`config.mk`:
```
export PLATFORM = sky130hd
export DESIGN_NAME = flash_access_permission
export DESIGN_NICKNAME = d
export VERILOG_FILES = /design/src/flash_access_pkg.sv /design/src/access_check.sv /design/src/bypass_entry.sv /design/src/flash_access_permission.sv
export SDC_FILE = /design/constraint.sdc
export NUM_CORES = 1
export LEC_CHECK = 0
export ABC_AREA = 1
export BUFFER_PORTS_ARGS = -buffer_cell sky130_fd_sc_hd__buf_2
export CORE_MARGIN = 2
export CORE_UTILIZATION = 55
export DETAILED_ROUTE_END_ITERATION = 6
export GPL_TIMING_DRIVEN = 1
export PLACE_DENSITY_LB_ADDON = 0.05
export SLEW_MARGIN = 5
export SYNTH_ARGS = -nofsm -noshare
export SYNTH_HDL_FRONTEND = slang
export SYNTH_SLANG_ARGS = --single-unit
```
`constraint.sdc`:
```
create_clock -name sys_clk -period 2.1 [get_ports sys_clk]
set_input_delay 0.42 -clock sys_clk [delete_from_list [all_inputs] [get_ports sys_clk]]
set_output_delay 0.42 -clock sys_clk [all_outputs]
set_load 0.005 [all_outputs]
```
`src/flash_access_pkg.sv`:
```
`default_nettype none
package flash_access_pkg;
  localparam int ADDR_W = 16;
  localparam int ADDR_MSB = 15;
  localparam logic [7:0] BYP_AUTOBAUD = 8'h80;
  localparam logic [7:0] BYP_TM_WRITE = 8'hf0;
  localparam logic [7:0] BYP_TM_DATA = 8'h04;
  localparam logic [7:0] INFO_PAGE_SEL = 8'h83;
  localparam int INFO_ADDR_HI = 12;
  localparam int INFO_ADDR_LO = 6;
  localparam int PAGE_SEL_HI = 6;
  localparam int PAGE_SEL_LO = 0;
  localparam int PAGE_SEL_EN = 7;
  localparam int SECT_ADDR_HI = 15;
  localparam int SECT_ADDR_LO = 13;
  localparam logic [7:0] REG_PAGE_SEL = 8'h00;
  localparam logic [7:0] REG_SECTOR = 8'h04;
  localparam logic [7:0] REG_OPTION = 8'h08;
  localparam logic [7:0] REG_STATUS = 8'h0c;
  localparam logic [7:0] RESET_BYTE = 8'h00;

  typedef enum logic [1:0] {
    src_cpu = 2'b00,
    src_port = 2'b01,
    src_bypass = 2'b10
  } src_t;

  typedef enum logic [1:0] {
    op_program = 2'b00,
    op_read = 2'b01,
    op_page_erase = 2'b10,
    op_mass_erase = 2'b11
  } op_t;

  typedef struct packed {
    logic valid;
    src_t src;
    op_t op;
    logic info;
    logic [ADDR_W-1:0] addr;
    logic [7:0] wdata;
  } flash_req_t;

  typedef struct packed {
    logic valid;
    op_t op;
    logic info;
    logic [ADDR_W-1:0] addr;
    logic [7:0] wdata;
  } flash_cmd_t;
endpackage
`default_nettype wire

```
`src/access_check.sv`:
```
`default_nettype none
// pure permission decision for one request
module access_check (
  // request and state
  input wire flash_access_pkg::flash_req_t req,
  input wire logic lower_half_protect_n,
  input wire logic full_rw_protect_n,
  input wire logic [7:0] flash_page_select,
  input wire logic [7:0] sector_protect_mask,
  // decision
  output logic allow
);
  logic [2:0] sect;
  logic prot_any;
  logic upper;
  logic page_ok;
  logic addr_ok;
  always_comb begin
    sect = req.addr[flash_access_pkg::SECT_ADDR_HI:flash_access_pkg::SECT_ADDR_LO];
    prot_any = !lower_half_protect_n || !full_rw_protect_n;
    upper = req.addr[flash_access_pkg::ADDR_MSB];
    page_ok = (flash_page_select == flash_access_pkg::INFO_PAGE_SEL);
    addr_ok = req.addr[flash_access_pkg::INFO_ADDR_HI:flash_access_pkg::INFO_ADDR_LO]
      == flash_page_select[flash_access_pkg::PAGE_SEL_HI:flash_access_pkg::PAGE_SEL_LO];
    allow = 1'b0;
    if (req.valid) begin
      unique case (req.src)
        flash_access_pkg::src_cpu: begin
          // protect bits ignored, sector mask applies to program and page erase only
          if (!req.info && req.op == flash_access_pkg::op_read) allow = 1'b1;
          else if (!req.info && req.op != flash_access_pkg::op_mass_erase)
            allow = !sector_protect_mask[sect];
          else allow = 1'b0;
        end
        default: begin
          if (req.op == flash_access_pkg::op_mass_erase) begin
            allow = !req.info;
          end else if (req.info) begin
            allow = page_ok;
            if (req.op == flash_access_pkg::op_program && !addr_ok) allow = 1'b0;
            if (req.op != flash_access_pkg::op_read && prot_any) allow = 1'b0;
          end else if (!full_rw_protect_n) begin
            allow = 1'b0;
          end else if (!lower_half_protect_n) begin
            allow = upper;
          end else begin
            allow = 1'b1;
          end
        end
      endcase
    end
  end
endmodule // access_check
`default_nettype wire

```
`src/bypass_entry.sv`:
```
`default_nettype none
// watches port bytes for the three-byte bypass entry sequence
module bypass_entry (
  // clock and reset
  input wire logic sys_clk,
  input wire logic resetn,
  input wire logic clk_en,
  // byte stream from the programming port
  input wire logic byte_valid,
  input wire logic [7:0] byte_data,
  // result
  output logic bypass_on
);
  typedef enum logic [1:0] {
    st_idle = 2'b00,
    st_baud = 2'b01,
    st_cmd = 2'b10,
    st_on = 2'b11
  } entry_t;
  entry_t state_r;

  always_ff @(posedge sys_clk or negedge resetn) begin
    if (!resetn) begin
      state_r <= st_idle;
    end else if (clk_en && byte_valid) begin
      unique case (state_r)
        st_idle: state_r <= (byte_data == flash_access_pkg::BYP_AUTOBAUD) ? st_baud : st_idle;
        st_baud: state_r <= (byte_data == flash_access_pkg::BYP_TM_WRITE) ? st_cmd : st_idle;
        st_cmd: state_r <= (byte_data == flash_access_pkg::BYP_TM_DATA) ? st_on : st_idle;
        st_on: state_r <= st_on;
      endcase
    end
  end

  // sticky until reset, as the port leaves test mode only through power cycling
  assign bypass_on = (state_r == st_on);

  a_entry_order: assert property (@(posedge sys_clk) disable iff (!resetn)
    $rose(bypass_on) |-> $past(byte_valid) && $past(byte_data) == flash_access_pkg::BYP_TM_DATA)
    else $error("bypass entered without data byte");
endmodule // bypass_entry
`default_nettype wire

```
`src/flash_access_permission.sv`:
```
// Design decisions made here: the plain strobed port and the register addresses.
`default_nettype none
// Notes on behaviour
// - lower-half protect blocks port lower half
// - full protect blocks port main memory
// - any protect blocks port info writes/erase
// - cpu ignores both protection bits
// - info area reachable at page three only
// - bypass drives flash from registered pins
// - bypass stops cpu clock and accesses
// - port and bypass mass erase allowed whatever the protection; cpu mass erase always refused
// - bypass unprotected: full main access
// - bypass full protect: only mass erase
// - bypass lower protect: upper half only
// - cpu info program/erase ignored
// - port info ops need page select 83h
// - info program needs address/page match
module flash_access_permission (
  // clock and reset
  input wire logic sys_clk,
  input wire logic resetn,
  input wire logic clk_en,
  // option bits, active low
  input wire logic lower_half_protect_n,
  input wire logic full_rw_protect_n,
  // register port
  input wire logic [7:0] reg_addr,
  input wire logic [7:0] reg_wdata,
  input wire logic reg_wr,
  input wire logic reg_rd,
  output logic [7:0] reg_rdata,
  // cpu request
  input wire flash_access_pkg::flash_cmd_t cpu_req,
  // programming port request and raw bytes
  input wire flash_access_pkg::flash_cmd_t port_req,
  input wire logic port_byte_valid,
  input wire logic [7:0] port_byte,
  // bypass pins, asynchronous
  input wire flash_access_pkg::flash_cmd_t pin_req,
  // flash side
  output flash_access_pkg::flash_cmd_t flash_cmd,
  input wire logic [7:0] flash_rdata,
  // results
  output logic [7:0] rdata,
  output logic rdata_valid,
  output logic refused,
  output logic cpu_clk_stop,
  output logic bypass_active
);
  flash_access_pkg::flash_cmd_t pin_s1_r, pin_s2_r, pin_s3_r, pin_q_r;
  flash_access_pkg::flash_req_t sel_req;
  logic [7:0] page_sel_r;
  logic [7:0] sector_r;
  logic bypass_on;
  logic allow;
  logic pend_read_r;
  logic pend_ok_r;

  bypass_entry u_entry (
    .sys_clk(sys_clk),
    .resetn(resetn),
    .clk_en(clk_en),
    .byte_valid(port_byte_valid),
    .byte_data(port_byte),
    .bypass_on(bypass_on)
  );

  // pins pass three stages; a change counts when the last two agree
  always_ff @(posedge sys_clk or negedge resetn) begin
    if (!resetn) begin
      pin_s1_r <= '0;
      pin_s2_r <= '0;
      pin_s3_r <= '0;
      pin_q_r <= '0;
    end else if (clk_en) begin
      pin_s1_r <= pin_req;
      pin_s2_r <= pin_s1_r;
      pin_s3_r <= pin_s2_r;
      if (pin_s2_r == pin_s3_r) pin_q_r <= pin_s3_r;
    end
  end

  // page select and sector mask; sector bits only set until reset
  always_ff @(posedge sys_clk or negedge resetn) begin
    if (!resetn) begin
      page_sel_r <= flash_access_pkg::RESET_BYTE;
      sector_r <= flash_access_pkg::RESET_BYTE;
    end else if (clk_en && reg_wr) begin
      if (reg_addr == flash_access_pkg::REG_PAGE_SEL) page_sel_r <= reg_wdata;
      if (reg_addr == flash_access_pkg::REG_SECTOR) sector_r <= sector_r | reg_wdata;
    end
  end

  always_ff @(posedge sys_clk or negedge resetn) begin
    if (!resetn) begin
      reg_rdata <= flash_access_pkg::RESET_BYTE;
    end else if (clk_en) begin
      if (!reg_rd) reg_rdata <= flash_access_pkg::RESET_BYTE;
      else begin
        unique case (reg_addr)
          flash_access_pkg::REG_PAGE_SEL: reg_rdata <= page_sel_r;
          flash_access_pkg::REG_SECTOR: reg_rdata <= sector_r;
          flash_access_pkg::REG_OPTION:
            reg_rdata <= {6'h00, full_rw_protect_n, lower_half_protect_n};
          flash_access_pkg::REG_STATUS: reg_rdata <= {6'h00, refused, bypass_active};
          default: reg_rdata <= flash_access_pkg::RESET_BYTE;
        endcase
      end
    end
  end

  // bypass overrides everything; otherwise the port wins over the cpu
  always_comb begin
    sel_req = '0;
    if (bypass_on) begin
      sel_req = {pin_q_r.valid, flash_access_pkg::src_bypass, pin_q_r.op, pin_q_r.info,
        pin_q_r.addr, pin_q_r.wdata};
    end else if (port_req.valid) begin
      sel_req = {port_req.valid, flash_access_pkg::src_port, port_req.op, port_req.info,
        port_req.addr, port_req.wdata};
    end else begin
      sel_req = {cpu_req.valid, flash_access_pkg::src_cpu, cpu_req.op, cpu_req.info,
        cpu_req.addr, cpu_req.wdata};
    end
  end

  access_check u_check (
    .req(sel_req),
    .lower_half_protect_n(lower_half_protect_n),
    .full_rw_protect_n(full_rw_protect_n),
    .flash_page_select(page_sel_r),
    .sector_protect_mask(sector_r),
    .allow(allow)
  );

  always_ff @(posedge sys_clk or negedge resetn) begin
    if (!resetn) begin
      flash_cmd <= '0;
      refused <= 1'b0;
      pend_read_r <= 1'b0;
      pend_ok_r <= 1'b0;
    end else if (clk_en) begin
      // refused requests never reach the flash
      flash_cmd <= allow ? {sel_req.valid, sel_req.op, sel_req.info, sel_req.addr,
        sel_req.wdata} : '0;
      refused <= sel_req.valid && !allow;
      pend_read_r <= sel_req.valid && sel_req.op == flash_access_pkg::op_read;
      pend_ok_r <= allow;
    end
  end

  // read data one cycle after the flash command; zero when refused
  always_ff @(posedge sys_clk or negedge resetn) begin
    if (!resetn) begin
      rdata <= flash_access_pkg::RESET_BYTE;
      rdata_valid <= 1'b0;
    end else if (clk_en) begin
      rdata_valid <= pend_read_r;
      rdata <= (pend_read_r && pend_ok_r) ? flash_rdata : flash_access_pkg::RESET_BYTE;
    end
  end

  always_ff @(posedge sys_clk or negedge resetn) begin
    if (!resetn) begin
      cpu_clk_stop <= 1'b0;
      bypass_active <= 1'b0;
    end else if (clk_en) begin
      cpu_clk_stop <= bypass_on;
      bypass_active <= bypass_on;
    end
  end

  a_refused_no_cmd: assert property (@(posedge sys_clk) disable iff (!resetn)
    refused |-> !flash_cmd.valid)
    else $error("refused request reached flash");
  a_full_prot_port: assert property (@(posedge sys_clk) disable iff (!resetn)
    clk_en && !bypass_on && port_req.valid && !full_rw_protect_n && !port_req.info &&
    port_req.op != flash_access_pkg::op_mass_erase |=> refused)
    else $error("full protect not enforced");
  a_lower_half: assert property (@(posedge sys_clk) disable iff (!resetn)
    clk_en && sel_req.src != flash_access_pkg::src_cpu && !lower_half_protect_n &&
    !sel_req.info && !sel_req.addr[flash_access_pkg::ADDR_MSB] && sel_req.valid &&
    sel_req.op != flash_access_pkg::op_mass_erase |=> refused)
    else $error("lower half protect not enforced");
  a_info_write: assert property (@(posedge sys_clk) disable iff (!resetn)
    clk_en && sel_req.valid && sel_req.info && sel_req.src != flash_access_pkg::src_cpu &&
    sel_req.op != flash_access_pkg::op_read && (!lower_half_protect_n || !full_rw_protect_n)
    |=> refused)
    else $error("info write under protection");
  a_cpu_ignores: assert property (@(posedge sys_clk) disable iff (!resetn)
    clk_en && !bypass_on && !port_req.valid && cpu_req.valid && !cpu_req.info &&
    cpu_req.op == flash_access_pkg::op_read |=> flash_cmd.valid)
    else $error("cpu read refused");
  a_cpu_info: assert property (@(posedge sys_clk) disable iff (!resetn)
    clk_en && sel_req.src == flash_access_pkg::src_cpu && sel_req.valid &&
    (sel_req.info || sel_req.op == flash_access_pkg::op_mass_erase) |=> refused)
    else $error("cpu info or mass erase passed");
  a_info_page: assert property (@(posedge sys_clk) disable iff (!resetn)
    clk_en && sel_req.valid && sel_req.info && sel_req.src != flash_access_pkg::src_cpu &&
    page_sel_r != flash_access_pkg::INFO_PAGE_SEL |=> refused)
    else $error("info access off page three");
  a_info_addr: assert property (@(posedge sys_clk) disable iff (!resetn)
    clk_en && allow && sel_req.info && sel_req.op == flash_access_pkg::op_program |->
    sel_req.addr[flash_access_pkg::INFO_ADDR_HI:flash_access_pkg::INFO_ADDR_LO] ==
    page_sel_r[flash_access_pkg::PAGE_SEL_HI:flash_access_pkg::PAGE_SEL_LO])
    else $error("info program address mismatch");
  a_mass_erase: assert property (@(posedge sys_clk) disable iff (!resetn)
    clk_en && sel_req.valid && sel_req.src != flash_access_pkg::src_cpu && !sel_req.info &&
    sel_req.op == flash_access_pkg::op_mass_erase |=> flash_cmd.valid)
    else $error("mass erase refused");
  a_bypass_full: assert property (@(posedge sys_clk) disable iff (!resetn)
    clk_en && bypass_on && full_rw_protect_n && lower_half_protect_n && sel_req.valid &&
    !sel_req.info |=> flash_cmd.valid)
    else $error("unprotected bypass refused");
  a_clk_stop: assert property (@(posedge sys_clk) disable iff (!resetn)
    clk_en && bypass_on |=> cpu_clk_stop)
    else $error("cpu clock not stopped");
  a_sector_port: assert property (@(posedge sys_clk) disable iff (!resetn)
    clk_en && !bypass_on && port_req.valid && !port_req.info && full_rw_protect_n &&
    lower_half_protect_n && port_req.op != flash_access_pkg::op_read |=> flash_cmd.valid)
    else $error("sector mask applied to port");
endmodule // flash_access_permission
`default_nettype wire

```
==> summary.md <==
| Metric | Value |
|---|---|
| CP max FO | 12 |
| Commonest non-fill, non-tap cells in the layout | nand2_1 (419), dfrtp_1 (178), buf_2 (169) |
| Reg-to-reg endpoint | flash_cmd[9] |
| Num CTS Buffers | 17 |
| Post-synthesis mux area share | 0% |
| Top cell type's share of synthesized area | 53.4% |
| Worst R2R Path Depth | 14 |
| Max-capacitance violation count | 0 |
| Hold Path Class | input port to flip-flop |
| Worst hold margin | 0.180 ns |
| Synth-to-layout area growth | 23.4% |
| Routed Wire Length | 20900 µm |
| Critical Path AT | 2.42 ns |
| Synth Flop Type | dfrtp_1 |
| PortBufs | 171 |
| Antenna violations before repair | 0 |
| Max-slew violations | 0 |
| Diode count | 0 |
| Status | finished clean |
| Critical path launch point type | flip-flop |
| Worst-path clk slew | 0.07 ns |
| Setup ws final | 0.0531 ns |
| Synth area leaders | dfrtp_1 (53%), nand2_1 (19%), o21ai_0 (6.1%) |
| Clock period minus worst slack | 2.05 ns |
| Clock Latency Late Sink | 0.43 ns |
| Antenna-violating nets left | 0 |
| Residual DRC count | 0 |
| # nets final | 1335 |
| Starting density of the core | 56.9% |
| Register-to-register setup slack | 0.05 ns |
| WHS Endpoint | pin_s1_r[7] |
| Die width | 127 µm |
| Fillers | 1225 |
| Worst Path Class, Setup | flip-flop to flip-flop |
| Commonest non-fill, non-tap cell in the layout | nand2_1 |
| CTS tree | built |
| Average cell area after synthesis | 8.03 µm² |
| EDFF count, synth | 0 |
| Critical path endpoint category | flip-flop |
| Finish-stage setup viols | 0 |
| Vias | 7356 |
| WP data required | 2.48 ns |
| Mapped Area | 8340 µm² |
| Fmax | 489 MHz |
| Worst Clk Skew | 0.00831 ns |
| Number of global-route vias before repair | 6746 |
| Wire length per cell | 14.8 µm |
| RR Startpoint | u_entry.state_r[0] |
| Root buf cell | clkbuf_16 |
| Seq cells post-synth | 178 |
| GR Util All Layers | 26.4% |
| GR Overflow Total | 0 |
| Pre-CTS WS | 0.0744 ns |
| Core Area | 14600 µm² |
| Final Hold Fails | 0 |
| RSZ-0062 raised after global routing | true |
| IO Count | 172 |
| Std-Cell Rows | 44 |
| Period utilization | 97.5% |
| CTS Sinks | 178 |
| Leakage power | 5.52 nW |
| Power per standard cell area | 864 nW/µm² |
| Yosys warning count | 0 |
| Min-Delay Path Depth | 3 |
| Hold path start | pin_req[7] |
| DR pass1 iterations | 5 |
| Post-Synthesis Cells | 1038 |
| Largest net degree at the start of global routing | 66 |
| Largest family of logic cells by synthesized area | simple AND/OR/NAND/NOR gates |
| Rel. slew slack | 69.5% |
| Clk buf depth | 2 |
| Post-synthesis sequential area ratio | 53.4% |
| First-pass GRT wire length | 33700 µm |
| Hpwl dp | 14800 µm |
| Area leader, netlist | dfrtp_1 |
| Async SR Flop Fraction | 100% |
| Syn Nets | 1162 |
| Post-synthesis adder-cell area fraction | 0% |
| Simple-gate area share of the yosys netlist | 26.9% |
| Worst slew pin tran | 0.458 ns |
| GPL Wtd Cong | 0.918 |
| Starting DRC count in detailed routing | 674 |
| Yosys cell types | 41 |
| H-tree depth | 4 |
| Die ar. | 16200 µm² |
| Vias per cell | 5.22 |
| Share of cells above drive strength 1 | 23.1% |
| Post-Synth XOR/XNOR Area | 1.37% |
| Post-synthesis compound-gate area fraction | 10.8% |
| Die Span Y | 127 µm |
| Worst VDD drop | 0.633 mV |
flip-flops by register name (all words and copies together), names as in the netlist:
register,cells
u_entry.state_r,2
refused,1
pin_q_r,28
rdata,8
rdata_valid,1
pin_s2_r,28
pend_read_r,1
reg_rdata,8
pin_s1_r,28
page_sel_r,8
bypass_active,1
sector_r,8
flash_cmd,28
pin_s3_r,28
final cells by class:
type                       count  area [µm²]  share of cell area, %
clock inverter                14         131                   1.28
tap                          184         230                   2.24
inverter                      95         360                   3.50
timing repair buffer         207        1340                   13.1
sequential                   178        4450                   43.3
clock buffer                  18         429                   4.17
multi-input combinational    712        3340                   32.5
logic make-up (layout without fill, tap and decap cells):
group	count (synthesis)	count (layout)
buf+inv	148	334
simple gates	541	541
xor+xnor	13	13
flops	178	178
compound gates	158	158
per-stage QoR:
step	area [µm²]	power (mW)	std cells	utilization (%)	setup TNS, ns
detailed placement	9460	5.64	1363	64.6	0
floorplan	8340	5.01	1038	-	0
finish	10300	8.89	1408	70.2	0
global route	10300	9.34	1408	70.2	-1.84
CTS	10000	8.65	1396	68.5	0
global placement	9460	5.62	1363	64.6	0
layer usage:
| layer | vias to the layer above | share of wire, % | track usage, % |
|---|---|---|---|
| met5 | - | 0 | 0 |
| met4 | 0 | 1.6 | 8.21 |
| met3 | 26 | 5.7 | 4.44 |
| met2 | 257 | 46 | 40.6 |
| met1 | 3413 | 47 | 38.7 |
| li1 | 3660 | - | - |
cell usage after synthesis (2+ instances only):
cell type,number
o21ai_1,3
nand4_1,4
nand3_2,11
or2_2,4
nand2_1,428
buf_6,5
nor4_1,6
xnor2_1,4
buf_2,5
nor2_1,25
o21ai_0,101
o22ai_1,14
a221oi_1,3
o21ai_2,2
a22oi_1,2
a21oi_1,4
dfrtp_1,178
nor3_1,6
inv_1,93
nand2_2,2
a31oi_1,17
o211ai_1,5
clkbuf_1,36
xor2_1,9
buf_4,3
buf_1,3
inv_2,2
o2111ai_1,2
nand3_1,49
worst max-delay path by stage:
stage / from / endpoint / cells past startpoint
finish: u_entry.state_r[0] / flash_cmd[9] / 14
global route: u_entry.state_r[0] / flash_cmd[26] / 17
CTS: u_entry.state_r[1] / flash_cmd[24] / 13
detailed placement: port_req[27] / flash_cmd[24] / 16
global placement: port_req[27] / flash_cmd[21] / 14
floorplan: port_req[27] / flash_cmd[10] / 15
critical path, stage by stage, from the launching register on:
cell and delay, ns:
dfrtp_1 0.42, nand2_4 0.16, buf_12 0.12, clkbuf_16 0.16, nor2_2 0.05, a21oi_4 0.18
nand2_1 0.09, o211ai_1 0.09, nand3_1 0.09, nand3_1 0.09, nand2_1 0.09, nand2_4 0.13
clkbuf_16 0.17, nand3_2 0.07, nand2_2 0.07
timing repair:
item,CTS,global route
gates resized for setup,0,30
hold endpoints to repair,41,0
hold buffers,1,0
setup endpoints to repair,0,30
buffers inserted,0,8
report_power, final:
group          total, mW  internal [mW]  leakage (nW)  switching (mW)
registers           3.94           3.73          2.31           0.215
logic               1.91          0.810          2.94            1.10
clock network       3.03           1.65         0.269            1.39
total               8.89           6.18          5.52            2.70
No activity file was read; power rests on OpenSTA's default activity.
